### src/design/ccr_consts.svh
// Purpose: Constants for the controller capability word.
// Assumes: 64-bit word at register offset 0x0.
// Notes:   Implementation values are parameters of the top module.
`ifndef CCR_CONSTS_SVH
`define CCR_CONSTS_SVH

`define CCR_CAP_OFFSET      12'h000
`define CCR_DBL_BASE        16'h1000
`define CCR_PAGE_EXP_BASE   5'd12
`define CCR_STRIDE_EXP_BASE 5'd2
`define CCR_MAX_EXP_HI      55
`define CCR_MAX_EXP_LO      52
`define CCR_MIN_EXP_HI      51
`define CCR_MIN_EXP_LO      48
`define CCR_BOOT_BIT        45
`define CCR_CSS_HI          44
`define CCR_CSS_LO          37
`define CCR_SUBRST_BIT      36
`define CCR_DOORBELL_STRIDE_HI        35
`define CCR_DOORBELL_STRIDE_LO        32
`define CCR_TO_HI           31
`define CCR_TO_LO           24
`define CCR_TO_UNIT_MS      500
`define CCR_CLK_MHZ         250
`define CCR_NVM_CSS_MASK    8'h01

`endif

### src/design/ccr_pkg.sv
// Purpose: Types shared by the capability register modules.
// Assumes: Constants come from ccr_consts.svh.
// Notes:   Types only.
`default_nettype none
package ccr_pkg;
	typedef enum logic [1:0] {
		CCR_RDY_LOW,
		CCR_RDY_RISING,
		CCR_RDY_HIGH,
		CCR_RDY_FALLING
	} ccr_rdy_state_t;
	typedef logic [63:0] ccr_word_t;
endpackage
`default_nettype wire

### src/design/ccr_dbl_if.sv
// Purpose: Carries doorbell lookup between top and decoder.
// Assumes: Single clock.
// Notes:   Combinational request and answer.
`default_nettype none
interface ccr_dbl_if;
	logic [15:0] addr;
	logic [3:0]  stride;
	logic        hit;
	logic        is_completion;
	logic [11:0] queue_id;
	modport top (output addr, output stride, input hit, input is_completion, input queue_id);
	modport dec (input addr, input stride, output hit, output is_completion, output queue_id);
endinterface
`default_nettype wire

### src/design/ccr_cap_regs.sv
// Purpose: Read-only capability word and doorbell address decode.
// Assumes: Single clock, synchronous reset; host reads the word as two 32-bit halves.
// Notes:   Writes to the capability word are dropped.
//
// Behaviour
// - Bits 55:52 hold maximum page exponent
// - Bits 51:48 hold minimum page exponent
// - Bit 45 reports boot partition support
// - Bits 44:37 are command set mask
// - Mask nonzero; bit 37 is NVM set
// - Bit 36 reports subsystem reset support
// - Bits 35:32 give doorbell stride exponent
// - Stride zero means packed four-byte doorbells
// - Bits 31:24 ready timeout; ready meets it
// - Reserved bits read as zero
// - Doorbells at base plus stride slots
`include "ccr_consts.svh"
`default_nettype none
module ccr_cap_regs
	import ccr_pkg::*;
#(
	parameter logic [3:0] PAGE_MAX_EXP   = 4'h0,
	parameter logic [3:0] PAGE_MIN_EXP   = 4'h0,
	parameter logic       BOOT_SUPPORT   = 1'b0,
	parameter logic [7:0] CMD_SETS       = `CCR_NVM_CSS_MASK,
	parameter logic       SUBRST_SUPPORT = 1'b0,
	parameter logic [3:0] DBL_STRIDE     = 4'h0,
	parameter logic [7:0] READY_TIMEOUT  = 8'h01,
	parameter int unsigned READY_DELAY   = 16,
	parameter int unsigned NUM_QUEUES    = 16
) (
	// Clock and reset
	input  wire logic        clk,
	input  wire logic        rst,
	// Register access
	input  wire logic        reg_rd,
	input  wire logic        reg_wr,
	input  wire logic [15:0] reg_addr,
	input  wire logic [31:0] reg_wdata,
	output var  logic [31:0] reg_rdata_reg,
	output var  logic        reg_rvalid_reg,
	// Doorbell decode result
	output var  logic        dbl_hit_reg,
	output var  logic        dbl_completion_reg,
	output var  logic [11:0] dbl_queue_reg,
	// Enable and ready handshake
	input  wire logic        controller_enable,
	output var  logic        controller_ready,
	// Whole capability word for other logic
	output var  logic [63:0] controller_capabilities
);
	// Advertised ready bound in cycles at the nominal clock
	localparam longint unsigned TIMEOUT_CYCLES =
		64'(READY_TIMEOUT) * `CCR_TO_UNIT_MS * 1000 * `CCR_CLK_MHZ;

	// Decoder link and ready handshake state
	ccr_dbl_if      dbl ();
	ccr_rdy_state_t rdy_state_reg;
	logic [31:0]    rdy_cnt_reg;
	logic [31:0]    rdy_cnt_next;
	logic           en_reg;

	// Assemble the word; reserved ranges stay zero
	function automatic ccr_word_t build_cap();
		ccr_word_t w;
		w = 64'h0;
		w[`CCR_MAX_EXP_HI:`CCR_MAX_EXP_LO] = PAGE_MAX_EXP;
		w[`CCR_MIN_EXP_HI:`CCR_MIN_EXP_LO] = PAGE_MIN_EXP;
		w[`CCR_BOOT_BIT]                   = BOOT_SUPPORT;
		w[`CCR_CSS_HI:`CCR_CSS_LO]         = (CMD_SETS == 8'h0) ? `CCR_NVM_CSS_MASK : CMD_SETS;
		w[`CCR_SUBRST_BIT]                 = SUBRST_SUPPORT;
		w[`CCR_DOORBELL_STRIDE_HI:`CCR_DOORBELL_STRIDE_LO]     = DBL_STRIDE;
		w[`CCR_TO_HI:`CCR_TO_LO]           = READY_TIMEOUT;
		return w;
	endfunction

	// Constant word; no write path reaches it
	assign controller_capabilities = build_cap();

	// Doorbell lookup uses the advertised stride
	assign dbl.addr   = reg_addr;
	assign dbl.stride = controller_capabilities[`CCR_DOORBELL_STRIDE_HI:`CCR_DOORBELL_STRIDE_LO];
	ccr_dbl_decode #(
		.NUM_QUEUES (NUM_QUEUES)
	) u_dbl (
		.dbl (dbl)
	);

	// Address match on one half of the word; shared by both read arms
	function automatic logic cap_half_hit(input logic [15:0] addr, input logic upper);
		logic [15:0] want;
		want = upper ? 16'(`CCR_CAP_OFFSET + 12'h4) : 16'(`CCR_CAP_OFFSET);
		return addr == want;
	endfunction

	// Read strobe answered exactly one cycle later
	always_ff @(posedge clk) begin
		if (rst) begin
			reg_rvalid_reg <= 1'b0;
		end else begin
			reg_rvalid_reg <= reg_rd;
		end
	end

	// Read data: low or high half, else zero; holds until next read
	always_ff @(posedge clk) begin
		if (rst) begin
			reg_rdata_reg <= 32'h0;
		end else if (reg_rd) begin
			if (cap_half_hit(reg_addr, 1'b0)) begin
				reg_rdata_reg <= controller_capabilities[31:0];
			end else if (cap_half_hit(reg_addr, 1'b1)) begin
				reg_rdata_reg <= controller_capabilities[63:32];
			end else begin
				reg_rdata_reg <= 32'h0; // Unmapped here reads zero
			end
		end
	end

	// Hit is a one-cycle pulse per doorbell write
	always_ff @(posedge clk) begin
		if (rst) begin
			dbl_hit_reg <= 1'b0;
		end else begin
			dbl_hit_reg <= reg_wr && dbl.hit;
		end
	end

	// Slot fields only mean something while the hit pulse is high
	always_ff @(posedge clk) begin
		if (rst) begin
			dbl_completion_reg <= 1'b0;
			dbl_queue_reg      <= 12'h0;
		end else begin
			dbl_completion_reg <= dbl.is_completion;
			dbl_queue_reg      <= dbl.queue_id;
		end
	end

	// Countdown to the ready change; delay kept far under the timeout
	always_comb begin
		rdy_cnt_next = (rdy_cnt_reg == 32'h0) ? 32'h0 : rdy_cnt_reg - 32'h1;
	end

	// Enable sampled once; costs one cycle of ready latency
	always_ff @(posedge clk) begin
		if (rst) begin
			en_reg <= 1'b0;
		end else begin
			en_reg <= controller_enable;
		end
	end

	// Countdown loads on leaving a steady state, runs down to zero in the rising and falling states
	always_ff @(posedge clk) begin
		if (rst) begin
			rdy_cnt_reg <= 32'h0;
		end else begin
			case (rdy_state_reg)
				CCR_RDY_LOW: begin
					if (en_reg) begin
						rdy_cnt_reg <= 32'(READY_DELAY);
					end
				end
				CCR_RDY_HIGH: begin
					if (!en_reg) begin
						rdy_cnt_reg <= 32'(READY_DELAY);
					end
				end
				default: begin
					rdy_cnt_reg <= rdy_cnt_next;
				end
			endcase
		end
	end

	// Ready follows enable within READY_DELAY + 3 cycles
	always_ff @(posedge clk) begin
		if (rst) begin
			rdy_state_reg <= CCR_RDY_LOW;
		end else begin
			case (rdy_state_reg)
				CCR_RDY_LOW: begin
					if (en_reg) begin
						rdy_state_reg <= CCR_RDY_RISING;
					end
				end
				CCR_RDY_RISING: begin
					if (!en_reg) begin
						rdy_state_reg <= CCR_RDY_LOW;
					end else if (rdy_cnt_reg == 32'h0) begin
						rdy_state_reg <= CCR_RDY_HIGH;
					end
				end
				CCR_RDY_HIGH: begin
					if (!en_reg) begin
						rdy_state_reg <= CCR_RDY_FALLING;
					end
				end
				default: begin
					if (en_reg) begin
						rdy_state_reg <= CCR_RDY_HIGH;
					end else if (rdy_cnt_reg == 32'h0) begin
						rdy_state_reg <= CCR_RDY_LOW;
					end
				end
			endcase
		end
	end

	// Ready is high in steady high and while falling
	// Holding it through the fall means the drop marks the end of shutdown
	assign controller_ready = (rdy_state_reg == CCR_RDY_HIGH) || (rdy_state_reg == CCR_RDY_FALLING);

	// Sink for the delay-versus-timeout compare and reg_wdata; nothing reads it
	wire unused_ok = (64'(READY_DELAY) < TIMEOUT_CYCLES) | (|reg_wdata);
endmodule
`default_nettype wire

### src/design/ccr_dbl_decode.sv
// Purpose: Maps a register address onto a doorbell slot.
// Assumes: Word-aligned addresses; stride from the capability word.
// Notes:   Pure combinational decode.
`include "ccr_consts.svh"
`default_nettype none
module ccr_dbl_decode
	import ccr_pkg::*;
#(
	parameter int unsigned NUM_QUEUES = 16
) (
	// Lookup port
	ccr_dbl_if.dec dbl
);
	logic [15:0] rel;
	logic [15:0] slot;
	logic [15:0] low_mask;

	// Slot index is offset over stride; low bits must be zero
	always_comb begin
		rel      = dbl.addr - `CCR_DBL_BASE;
		slot     = rel >> (`CCR_STRIDE_EXP_BASE + {1'b0, dbl.stride});
		low_mask = 16'((17'h1 << (`CCR_STRIDE_EXP_BASE + {1'b0, dbl.stride})) - 17'h1);
		dbl.hit  = (dbl.addr >= `CCR_DBL_BASE) && ((rel & low_mask) == 16'h0)
			&& (slot < 16'(2 * NUM_QUEUES));
		dbl.is_completion = slot[0];  // Odd slots are completion heads
		dbl.queue_id      = slot[12:1];
	end
endmodule
`default_nettype wire

### config.mk
export PLATFORM = sky130hd
export DESIGN_NAME = ccr_cap_regs
export DESIGN_NICKNAME = d
export VERILOG_FILES = /design/src/design/ccr_pkg.sv /design/src/design/ccr_dbl_if.sv /design/src/design/ccr_cap_regs.sv /design/src/design/ccr_dbl_decode.sv
export VERILOG_INCLUDE_DIRS = /design/src /design/src/design
export SDC_FILE = /design/constraint.sdc
export NUM_CORES = 1
export LEC_CHECK = 0
export ABC_AREA = 1
export BUFFER_PORTS_ARGS = -buffer_cell sky130_fd_sc_hd__clkbuf_2
export CAP_MARGIN = 20
export CORE_MARGIN = 10
export CORE_UTILIZATION = 45
export DETAILED_ROUTE_END_ITERATION = 8
export PLACE_DENSITY_LB_ADDON = 0.08
export SLEW_MARGIN = 20
export SYNTH_ARGS = -nofsm -noshare
export SYNTH_HDL_FRONTEND = slang
export SYNTH_SLANG_ARGS = --single-unit
export TNS_END_PERCENT = 50
### constraint.sdc
create_clock -name clk -period 2.2 [get_ports clk]
set_input_delay 0.55 -clock clk [delete_from_list [all_inputs] [get_ports clk]]
set_output_delay 0.55 -clock clk [all_outputs]
set_load 0.1 [all_outputs]
==> insert_results.sql, run 1 <==
INSERT INTO impl_metrics (metric_group, metric, value, unit) VALUES
('route', 'final_routed_drc_violation_total', '0', ''),
('sta', 'timing.slew.headroom', '62.9', '%'),
('die', 'design.core.area', '7730', 'um^2'),
('clocking', 'clk_root_buffer_cell', 'sky130_fd_sc_hd__clkbuf_8', ''),
('synthesis', 'most_common_cell_in_the_synthesized_netlist', 'sky130_fd_sc_hd__nand2_1', ''),
('worst_setup_path', 'startpoint_type', 'register', ''),
('sta', 'report.final.hold_viol_count', '0', ''),
('worst_setup_path', 'crit_fanout', '7', ''),
('synthesis', 'synth.yosys.warnings', '0', ''),
('worst_setup_path', 'path_common_cell', 'sky130_fd_sc_hd__nor2_1', ''),
('worst_setup_path', 'path_cells', 'inv_1 > ha_1 > nand3_4 > nor2_2 > nand2_1 > nor2_4 > nand2_2 > nand2_2 > buf_4 > nor2_1 > nor2_1 > nor2_1', ''),
('cells_and_area', 'layout-drive-gt1-share', '11.7', '%'),
('sta', 'fin_tns_setup', '0', 'ns'),
('route', 'post_drt_wl_per_cell', '12.4', 'um'),
('route', 'wl', '8490', 'um'),
('worst_setup_path', 'timing.reg2reg.setup_slack', '0.33', 'ns'),
('worst_setup_path', 'timing.setup.critical_path_class', 'register to register', ''),
('route', 'dr_total_vias', '2962', ''),
('synthesis', 'postSynth.topFlopCell', 'sky130_fd_sc_hd__dfxtp_1', ''),
('synthesis', 'postSynthAreaPerCell', '6.54', 'um^2'),
('sta', 'worst_pin_slew', '0.559', 'ns'),
('sta', 'finalSetupViolations', '0', ''),
('global_routing', 'grt_first_pass_wirelength', '13700', 'um'),
('synthesis', 'postSynthCellCount', '545', ''),
('clocking', 'worst_skew_pair.late_latency', '0.31', 'ns'),
('global_routing', 'antenna_found_initial', '0', ''),
('clocking', 'tritoncts', 'done', ''),
('die', 'floorplan.initialDensity', '46.1', '%'),
('synthesis', 'synth_edf_count', '0', ''),
('worst_setup_path', 'endpoint_kind', 'register', ''),
('cells_and_area', 'count_of_nets_after_finishing', '640', ''),
('clocking', 'cts-hold-fix-buffers', '0', ''),
('worst_setup_path', 'worstSetupStartpoint', 'rdy_cnt_reg[0]$_SDFFE_PP0P_', ''),
('status', 'run_status', 'complete, no violations', ''),
('route', 'ant_nets', '0', ''),
('min_path', 'path_class_of_the_lowest_slack_min_delay_path', 'primary input to register', ''),
('synthesis', 'post_synth_main_area_contributors', 'sky130_fd_sc_hd__dfxtp_1, sky130_fd_sc_hd__buf_4, sky130_fd_sc_hd__nand2_1', ''),
('synthesis', 'postSynthRegisterBits', '52', ''),
('worst_setup_path', 'reg2reg_to', 'rdy_cnt_reg[28]$_SDFFE_PP0P_', ''),
('die', 'vert_die_dim', '109', 'um'),
('die', 'pin_count', '165', ''),
('global_routing', 'first_global_vias', '2858', ''),
('synthesis', 'synth.cell_area', '3560', 'um^2'),
('cells_and_area', 'seqCellArea', '1040', 'um^2'),
('clocking', 'clkSlewWorstSetupHoldPaths', '0.10', 'ns'),
('sta', 'layout_min_cycle_time', '1.87', 'ns'),
('sta', 'final_min_period_over_clock_period', '85.0', '%'),
('global_routing', 'global_route.overflow_total', '0', ''),
('min_path', 'worstHoldEndpoint', 'en_reg$_SDFF_PP0_', ''),
('placement', 'half_perimeter_wire_length_of_the_detailed_placement_result', '6790', 'um'),
('worst_setup_path', 'cp.required', '2.39', 'ns'),
('sta', 'worst_clock_skew', '0.00957', 'ns'),
('placement', 'port_buffers', '38', ''),
('sta', 'max_freq', '535', 'MHz'),
('route', 'drt-initial-drc-count', '115', ''),
('sta', 'grt_setup_unrepaired', 'false', ''),
('clocking', 'clock_sink_count', '52', ''),
('placement', 'placed_cells_incl_taps', '677', ''),
('worst_setup_path', 'worst_r2r_startpoint', 'rdy_cnt_reg[0]$_SDFFE_PP0P_', ''),
('synthesis', 'ys_async_sr_fraction', '0', '%'),
('die', 'core.rowCount', '32', ''),
('min_path', 'hold_path_depth', '3', ''),
('worst_setup_path', 'cpMaxStageDelayCell', 'sky130_fd_sc_hd__dfxtp_1', ''),
('placement', 'gpl.final_weighted_congestion', '0.891', ''),
('synthesis', 'netlist.top_cell.by_area', 'sky130_fd_sc_hd__dfxtp_1', ''),
('clocking', 'cts_h_tree_depth', '2', ''),
('worst_setup_path', 'reg2regPathDepth', '12', ''),
('min_path', 'worst_min_path_start', 'controller_enable', ''),
('die', 'area_enclosed_by_the_die_boundary', '11900', 'um^2'),
('synthesis', 'synth_top_cells_by_count', 'sky130_fd_sc_hd__nand2_1, sky130_fd_sc_hd__nor2_1, sky130_fd_sc_hd__buf_4, sky130_fd_sc_hd__dfxtp_1, sky130_fd_sc_hd__inv_1', ''),
('synthesis', 'synth.yosys.seq_area_share', '29.2', '%');
## cell families after synthesis
| group | after synthesis | share of synthesized area (%) |
|---|---|---|
| and+or+nand+nor | 272 | 32.2 |
| buffers and inverters | 157 | 26.9 |
| DFF | 52 | 29.2 |
| AOI/OAI and AO/OA | 42 | 6.11 |
| xor gates and xnor gates | 15 | 3.69 |
| adders and majority gates | 5 | 1.76 |
| other | 2 | 0.211 |
## worst max-delay path, delay by kind of cell, from the launching register on
kind                       cells  cell delay (ns)
adders and majority gates      1             0.24
DFF                            1             0.31
and+or+nand+nor                9             0.93
buffers and inverters          2             0.28
## placed cells by master (no fill, tap or decap)
cell type                     n
sky130_fd_sc_hd__bufinv_16    1
sky130_fd_sc_hd__buf_4        6
sky130_fd_sc_hd__nor2_4       3
sky130_fd_sc_hd__xnor2_1      6
sky130_fd_sc_hd__nor3_1       2
sky130_fd_sc_hd__clkinv_4     1
sky130_fd_sc_hd__a21oi_1     26
sky130_fd_sc_hd__o21ai_1      2
sky130_fd_sc_hd__nand2_1    122
sky130_fd_sc_hd__o21ai_0     11
sky130_fd_sc_hd__ha_1         5
sky130_fd_sc_hd__nor4_1       1
sky130_fd_sc_hd__clkinv_1     1
sky130_fd_sc_hd__nand4_1     12
sky130_fd_sc_hd__dfxtp_1     52
sky130_fd_sc_hd__nand3_4      1
sky130_fd_sc_hd__inv_2        3
sky130_fd_sc_hd__xor2_1       9
sky130_fd_sc_hd__nor4b_1      1
sky130_fd_sc_hd__nand3b_1     1
sky130_fd_sc_hd__or2_2        1
sky130_fd_sc_hd__clkbuf_8     6
sky130_fd_sc_hd__o21bai_1     2
sky130_fd_sc_hd__nor2_1     103
sky130_fd_sc_hd__conb_1      94
sky130_fd_sc_hd__inv_1       47
sky130_fd_sc_hd__and3_1       1
sky130_fd_sc_hd__nand3_1     16
sky130_fd_sc_hd__clkbuf_2    38
sky130_fd_sc_hd__nand2_2      4
sky130_fd_sc_hd__o21a_1       1
sky130_fd_sc_hd__nor2_2       4
## area by class of cell
cell class                      count  area share [%]
Timing Repair Buffer               44            6.49
Inverter                           51            5.28
Multi-Input combinational cell    428            52.7
Clock buffer                        6            2.28
Tap cell                          102            3.52
Clock inverter                      2            1.07
Sequential cell                    52            28.7
## stage by stage
step	util, %	setup slack [ns]	area [um^2]	hold slack [ns]
after floorplan	-	0.443	3910	0.469
after global placement	45.4	0.364	3510	0.456
after detailed placement	45.4	0.348	3510	0.453
after CTS	46.9	0.337	3630	0.422
after global routing	46.9	0.158	3630	0.427
final	46.9	0.331	3630	0.430
## routing by layer
layer,up-vias,share of wire [%],global-route usage (%)
met5,-,0,0
met4,0,1.6,3.95
met3,9,9.3,5.66
met2,87,48,24.0
met1,1306,41,16.1
li1,1560,-,-
## worst max-delay path by stage
stage,end,slack (ns)
floorplan,controller_ready,0.44
global placement,rdy_cnt_reg[4]$_SDFFE_PP0P_,0.36
detailed placement,rdy_cnt_reg[28]$_SDFFE_PP0P_,0.35
CTS,rdy_cnt_reg[28]$_SDFFE_PP0P_,0.34
global route,rdy_cnt_reg[14]$_SDFFE_PP0P_,0.16
finish,rdy_cnt_reg[28]$_SDFFE_PP0P_,0.33
Power of run 1 is left out: the tool's default activity adds up to more than one toggle a clock period on the data nets, which glitch-free logic cannot reach.
==> run 2, diff against run 1 <==
--- a/config.mk
+++ b/config.mk
@@ -10,7 +10,7 @@
 export BUFFER_PORTS_ARGS = -buffer_cell sky130_fd_sc_hd__clkbuf_2
 export CAP_MARGIN = 20
 export CORE_MARGIN = 10
-export CORE_UTILIZATION = 45
+export CORE_UTILIZATION = 43
 export DETAILED_ROUTE_END_ITERATION = 8
 export PLACE_DENSITY_LB_ADDON = 0.08
 export SLEW_MARGIN = 20
==> constraint.sdc (replaced) <==
create_clock -name clk -period 1.6 [get_ports clk]
set_input_delay 0.4 -clock clk [delete_from_list [all_inputs] [get_ports clk]]
set_output_delay 0.4 -clock clk [all_outputs]
set_load 0.1 [all_outputs]
==> run 2 against run 1 <==
Net effect:
- worst hold slack worse by 0.15 ns
- register-to-register slack worse by 0.29 ns
- routed wire length up 6.3%
==> insert_results.sql, run 2 (synthesis gave the netlist of run 1 again) <==
INSERT INTO impl_metrics (metric_group, metric, value, unit) VALUES
('die', 'dieWidth', '111', 'um'),
('worst_setup_path', 'cp.required', '1.79', 'ns'),
('worst_setup_path', 'timing.reg2reg.setup_slack', '0.04', 'ns'),
('global_routing', 'global_route.usage.met1', '15.1', '%'),
('cells_and_area', 'fill_cells', '886', ''),
('cells_and_area', 'area_growth', '10.8', '%'),
('die', 'area_enclosed_by_the_die_boundary', '12300', 'um^2'),
('cells_and_area', 'layout-drive-gt1-share', '20.8', '%'),
('route', 'ant_nets', '0', ''),
('sta', 'final_min_period_over_clock_period', '97.6', '%'),
('cells_and_area', 'antenna_cells', '0', ''),
('route', 'drt-initial-drc-count', '82', ''),
('global_routing', 'grt_usage', '13.9', '%'),
('global_routing', 'met2_usage', '24.5', '%'),
('global_routing', 'grt_first_pass_wirelength', '14800', 'um'),
('worst_setup_path', 'crit_fanout', '5', ''),
('clocking', 'tritoncts', 'done', ''),
('worst_setup_path', 'cpMaxStageDelayCell', 'sky130_fd_sc_hd__dfxtp_2', ''),
('sta', 'finalSetupViolations', '0', ''),
('sta', 'timing.slew.headroom', '62.7', '%'),
('sta', 'worst_pin_slew', '0.561', 'ns'),
('worst_setup_path', 'timing.setup.critical_path_class', 'register to register', ''),
('placement', 'gpl.final_weighted_congestion', '0.838', ''),
('global_routing', 'grt_busiest_layer', 'met2', ''),
('min_path', 'worstHoldEndpoint', 'en_reg$_SDFF_PP0_', ''),
('worst_setup_path', 'worstPathBufferInverterCount', '2', ''),
('job', 'max-cap-violations', '0', ''),
('clocking', 'numCtsBuffers', '5', ''),
('clocking', 'clkSlewWorstSetupHoldPaths', '0.10', 'ns'),
('sta', 'grt_setup_unrepaired', 'true', ''),
('worst_setup_path', 'critPathTopFamily', 'simple AND/OR/NAND/NOR gates', ''),
('die', 'pin_count', '165', ''),
('status', 'run_status', 'complete, no violations', ''),
('clocking', 'worst_skew_pair.late_latency', '0.31', 'ns'),
('worst_setup_path', 'max_incr_delay_on_cp', '0.33', 'ns'),
('clocking', 'clock_sink_count', '52', ''),
('worst_setup_path', 'reg2reg_to', 'rdy_cnt_reg[26]$_SDFFE_PP0P_', ''),
('placement', 'port_buffers', '38', ''),
('sta', 'hold_slack', '0.276', 'ns'),
('route', 'wl', '9030', 'um'),
('worst_setup_path', 'crit_arrival', '1.75', 'ns'),
('worst_setup_path', 'worst_r2r_startpoint', 'rdy_cnt_reg[1]$_SDFFE_PP0P_', ''),
('cells_and_area', 'count_of_nets_after_finishing', '668', ''),
('die', 'core.rowCount', '33', ''),
('die', 'design.core.area', '8130', 'um^2'),
('clocking', 'clk_root_buffer_cell', 'sky130_fd_sc_hd__clkbuf_8', ''),
('global_routing', 'first_global_vias', '3129', ''),
('sta', 'report.final.hold_viol_count', '0', ''),
('min_path', 'worst_min_path_start', 'controller_enable', ''),
('route', 'drt_first_pass_iters', '4', ''),
('clocking', 'cts_buffer_depth', '2', ''),
('cells_and_area', 'largest_register_ffs', '32', ''),
('global_routing', 'met3_usage', '5.57', '%'),
('global_routing', 'grt_start_max_net_pins', '26', ''),
('sta', 'drv_slew', '0', ''),
('sta', 'max_freq', '640', 'MHz'),
('cells_and_area', 'mostFrequentLayoutCells', 'sky130_fd_sc_hd__nand2_1, sky130_fd_sc_hd__conb_1, sky130_fd_sc_hd__nor2_1, sky130_fd_sc_hd__inv_1, sky130_fd_sc_hd__dfxtp_1', ''),
('placement', 'half_perimeter_wire_length_of_the_detailed_placement_result', '7330', 'um'),
('die', 'vert_die_dim', '111', 'um'),
('sta', 'worst_clock_skew', '0.00693', 'ns'),
('worst_setup_path', 'path_cells', 'inv_2 > ha_4 > nand3_4 > buf_4 > nor2_1 > nand4_1 > nand4_1 > a21oi_1', ''),
('worst_setup_path', 'endpoint_kind', 'register', ''),
('min_path', 'path_class_of_the_lowest_slack_min_delay_path', 'primary input to register', ''),
('sta', 'layout_min_cycle_time', '1.56', 'ns'),
('clocking', 'cts_h_tree_depth', '2', ''),
('global_routing', 'global_route.overflow_total', '0', ''),
('die', 'floorplan.initialDensity', '43.8', '%'),
('worst_setup_path', 'reg2regPathDepth', '8', ''),
('route', 'ratio_of_routed_vias_to_standard_cells', '4.31', ''),
('worst_setup_path', 'path_common_cell', 'sky130_fd_sc_hd__nand4_1', ''),
('cells_and_area', 'final_common_cell', 'sky130_fd_sc_hd__nand2_1', ''),
('placement', 'placed_cells_incl_taps', '707', ''),
('global_routing', 'antenna_found_initial', '0', ''),
('route', 'post_drt_wl_per_cell', '12.6', 'um'),
('min_path', 'hold_path_depth', '3', ''),
('worst_setup_path', 'startpoint_type', 'register', ''),
('route', 'final_routed_drc_violation_total', '0', ''),
('route', 'dr_total_vias', '3083', ''),
('clocking', 'cts-hold-fix-buffers', '0', ''),
('cells_and_area', 'post_layout_cell_count', '715', '');
[run 2: cell types whose count changed in the layout (fill, tap and decap cells not counted), sizes merged]
cell and delta:
buf +32, clkbuf -5, bufinv -1, clkinvlp +1
[run 2: how the worst max path moves through the flow]
stage	start	to	slack (ns)	depth (start not counted)
3_3_place_gp	rdy_cnt_reg[0]$_SDFFE_PP0P_	rdy_cnt_reg[14]$_SDFFE_PP0P_	-0.07	10
3_5_place_dp	rdy_cnt_reg[0]$_SDFFE_PP0P_	rdy_cnt_reg[14]$_SDFFE_PP0P_	-0.1	10
2_1_floorplan	rdy_cnt_reg[0]$_SDFFE_PP0P_	rdy_cnt_reg[1]$_SDFFE_PP0P_	0.03	11
6_report	rdy_cnt_reg[1]$_SDFFE_PP0P_	rdy_cnt_reg[26]$_SDFFE_PP0P_	0.04	8
4_1_cts	rdy_cnt_reg[1]$_SDFFE_PP0P_	rdy_cnt_reg[29]$_SDFFE_PP0P_	0.0004	9
5_1_grt	rdy_cnt_reg[1]$_SDFFE_PP0P_	rdy_cnt_reg[20]$_SDFFE_PP0P_	-0.06	12
[run 2: final cells by class]
cell class	count	area (um^2)	area share (%)
clock inverters	2	12.5	0.317
well taps	105	131	3.33
repair buffers	72	488	12.4
flip-flops and latches	52	1050	26.6
clock buffers	5	68.8	1.74
multi-input cells	428	2000	50.7
inverters	51	194	4.91
[run 2: routing by layer]
| layer | vias to the layer above | wire (um) |
|---|---|---|
| li1 | 1616 | - |
| met1 | 1377 | 3790 |
| met2 | 79 | 4380 |
| met3 | 11 | 722 |
| met4 | 0 | 140 |
| met5 | - | 0 |
[run 2: per-stage QoR]
stage | setup TNS, ns | worst slack, ns | instance area [um^2] | util, %
global placement | -1.23 | -0.0744 | 3750 | 46.1
floorplan | 0 | 0.0294 | 3910 | -
detailed placement | -1.70 | -0.0956 | 3750 | 46.1
finish | 0 | 0.0376 | 3950 | 48.5
CTS | 0 | 0.000362 | 3850 | 47.3
global route | -0.457 | -0.0591 | 3950 | 48.5
[run 2: repair_timing]
| action | CTS | global route |
|---|---|---|
| setup buffers | 0 | 1 |
| gates resized for setup | 5 | 37 |
| endpoints found under the setup margin | 31 | 33 |
| pin swaps | 1 | 12 |
[run 2: worst min-delay path, cell delays in order]
cell and delay [ns]:
sky130_fd_sc_hd__clkbuf_2 0.08, sky130_fd_sc_hd__inv_1 0.04, sky130_fd_sc_hd__nor2_1 0.03
Power of run 2 is left out for the same reason.
==> run 3, diff against run 2 <==
--- a/config.mk
+++ b/config.mk
@@ -8,11 +8,11 @@
 export LEC_CHECK = 0
 export ABC_AREA = 1
 export BUFFER_PORTS_ARGS = -buffer_cell sky130_fd_sc_hd__clkbuf_2
-export CAP_MARGIN = 20
 export CORE_MARGIN = 10
 export CORE_UTILIZATION = 43
 export DETAILED_ROUTE_END_ITERATION = 8
 export PLACE_DENSITY_LB_ADDON = 0.08
+export RECOVER_POWER = 100
 export SLEW_MARGIN = 20
 export SYNTH_ARGS = -nofsm -noshare
 export SYNTH_HDL_FRONTEND = slang
==> run 3 against run 2 <==
Net effect:
- count of clock-buffer cells in the layout unchanged
- via count shrank 0.13%
- highest routed layer unchanged
- critical endpoint unchanged
- cell count is the same
- register-to-register slack about the same
==> insert_results.sql, run 3 (synthesis gave the netlist of run 1 again) <==
INSERT INTO impl_metrics (metric_group, metric, value, unit) VALUES
('global_routing', 'global_route.overflow_total', '0', ''),
('placement', 'placed_area', '3750', 'um^2'),
('worst_setup_path', 'timing.setup.critical_path_class', 'register to register', ''),
('worst_setup_path', 'worstPathBufferInverterCount', '2', ''),
('sta', 'timing.slew.headroom', '62.7', '%'),
('worst_setup_path', 'path_cells', 'inv_2 > ha_4 > nand3_4 > buf_4 > nor2_1 > nand4_1 > nand4_1 > a21oi_1', ''),
('status', 'run_status', 'complete, no violations', ''),
('route', 'ant_nets', '0', ''),
('worst_setup_path', 'crit_fanout', '5', ''),
('clocking', 'worst_skew_pair.late_latency', '0.31', 'ns'),
('placement', 'placed_cells_incl_taps', '707', ''),
('sta', 'finalSetupViolations', '0', ''),
('route', 'ratio_of_routed_vias_to_standard_cells', '4.31', ''),
('route', 'final_routed_drc_violation_total', '0', ''),
('clocking', 'tritoncts', 'done', ''),
('die', 'pin_count', '165', ''),
('cells_and_area', 'multiInputGateArea', '2000', 'um^2'),
('route', 'drt-initial-drc-count', '78', ''),
('placement', 'half_perimeter_wire_length_of_the_detailed_placement_result', '7330', 'um'),
('placement', 'port_buffers', '38', ''),
('clocking', 'clkSlewWorstSetupHoldPaths', '0.10', 'ns'),
('global_routing', 'antenna_found_initial', '0', ''),
('min_path', 'path_class_of_the_lowest_slack_min_delay_path', 'primary input to register', ''),
('route', 'drt_first_pass_iters', '4', ''),
('sta', 'worst_clock_skew', '0.00636', 'ns'),
('sta', 'drv_slew', '0', ''),
('clocking', 'clk_root_buffer_cell', 'sky130_fd_sc_hd__clkbuf_8', ''),
('global_routing', 'grt_usage', '13.9', '%'),
('clocking', 'cts_h_tree_depth', '2', ''),
('worst_setup_path', 'endpoint_kind', 'register', ''),
('sta', 'grt_setup_unrepaired', 'true', ''),
('sta', 'report.final.hold_viol_count', '0', ''),
('clocking', 'clock_sink_count', '52', ''),
('clocking', 'cts_buffer_depth', '2', ''),
('worst_setup_path', 'cpMaxStageDelayCell', 'sky130_fd_sc_hd__dfxtp_2', ''),
('die', 'floorplan.initialDensity', '43.8', '%'),
('global_routing', 'grt_start_max_net_pins', '26', ''),
('cells_and_area', 'layout-drive-gt1-share', '20.5', '%'),
('worst_setup_path', 'cp.required', '1.79', 'ns'),
('global_routing', 'grt_first_pass_wirelength', '14800', 'um'),
('sta', 'final_min_period_over_clock_period', '97.6', '%'),
('cells_and_area', 'largest_register_ffs', '32', ''),
('cells_and_area', 'fill_cells', '890', ''),
('route', 'dr_total_vias', '3079', ''),
('die', 'vert_die_dim', '111', 'um'),
('die', 'dieWidth', '111', 'um'),
('global_routing', 'first_global_vias', '3129', ''),
('job', 'max-cap-violations', '0', ''),
('die', 'area_enclosed_by_the_die_boundary', '12300', 'um^2'),
('route', 'wl', '9040', 'um'),
('worst_setup_path', 'critPathTopFamily', 'simple AND/OR/NAND/NOR gates', ''),
('sta', 'max_freq', '641', 'MHz'),
('clocking', 'numCtsBuffers', '5', ''),
('sta', 'layout_min_cycle_time', '1.56', 'ns'),
('sta', 'fin_tns_setup', '0', 'ns'),
('worst_setup_path', 'max_incr_delay_on_cp', '0.33', 'ns'),
('cells_and_area', 'fin_area', '3930', 'um^2'),
('sta', 'worst_pin_slew', '0.562', 'ns'),
('sta', 'hold_slack', '0.275', 'ns'),
('cells_and_area', 'post_layout_cell_count', '715', ''),
('die', 'design.core.area', '8130', 'um^2'),
('cells_and_area', 'seqCellArea', '1050', 'um^2'),
('placement', 'gpl.final_weighted_congestion', '0.838', ''),
('cells_and_area', 'antenna_cells', '0', ''),
('cells_and_area', 'final_common_cell', 'sky130_fd_sc_hd__nand2_1', ''),
('cells_and_area', 'mostFrequentLayoutCells', 'sky130_fd_sc_hd__nand2_1, sky130_fd_sc_hd__conb_1, sky130_fd_sc_hd__nor2_1, sky130_fd_sc_hd__inv_1, sky130_fd_sc_hd__dfxtp_1', ''),
('die', 'core.rowCount', '33', ''),
('worst_setup_path', 'path_common_cell', 'sky130_fd_sc_hd__nand4_1', ''),
('worst_setup_path', 'startpoint_type', 'register', ''),
('route', 'post_drt_wl_per_cell', '12.6', 'um'),
('worst_setup_path', 'crit_arrival', '1.75', 'ns'),
('cells_and_area', 'area_growth', '10.1', '%'),
('cells_and_area', 'count_of_nets_after_finishing', '668', '');
-- run 3: cell types whose count changed in the layout (fill, tap and decap cells not counted), sizes merged --
| cell | before | now |
|---|---|---|
| clkbuf | 39 | 42 |
| buf | 38 | 35 |
-- run 3: final cells by class --
| cell class | count | area share [%] |
|---|---|---|
| Inverter | 51 | 4.94 |
| Sequential cell | 52 | 26.8 |
| Multi-Input combinational cell | 428 | 51.0 |
| Timing Repair Buffer | 72 | 11.9 |
| Tap cell | 105 | 3.35 |
| Clock inverter | 2 | 0.319 |
| Clock buffer | 5 | 1.75 |
-- run 3: stage by stage --
stage,utilization [%],setup slack [ns]
detailed placement,46.1,-0.0956
global placement,46.1,-0.0744
CTS,47.3,0.000362
global route,48.3,-0.0591
finish,48.3,0.0389
floorplan,-,0.0294
-- run 3: final timing paths --
| path | from | to | slack [ns] | cells after the start |
|---|---|---|---|---|
| max | rdy_cnt_reg[1]$_SDFFE_PP0P_ | rdy_cnt_reg[26]$_SDFFE_PP0P_ | 0.04 | 8 |
| min reg2reg | reg_rdata_reg[24]$_SDFFE_PP0P_ | reg_rdata_reg[24]$_SDFFE_PP0P_ | 0.47 | 2 |
| max reg2reg | rdy_cnt_reg[1]$_SDFFE_PP0P_ | rdy_cnt_reg[26]$_SDFFE_PP0P_ | 0.04 | 8 |
| min | controller_enable | en_reg$_SDFF_PP0_ | 0.28 | 3 |
-- run 3: timing repair --
item                                    CTS  global route
hold buffers                              0             0
resized for setup                         5            37
buffers inserted                          0             1
endpoints found under the setup margin   31            33
pin swaps                                 1            12
gates cloned                              0             0
-- run 3: layer usage --
metal / track usage, % / part of all wire (%) / vias to the layer above
met3: 5.57 / 8.8 / 11
met5: 0 / 0 / -
li1: - / - / 1616
met1: 15.1 / 41 / 1371
met2: 24.5 / 48 / 81
met4: 3.77 / 1.5 / 0
-- run 3: tightest hold or removal path: stages --
cell and delay (ns):
sky130_fd_sc_hd__clkbuf_2 0.08, sky130_fd_sc_hd__inv_1 0.04, sky130_fd_sc_hd__nor2_1 0.03
Power of run 3 is left out for the same reason.
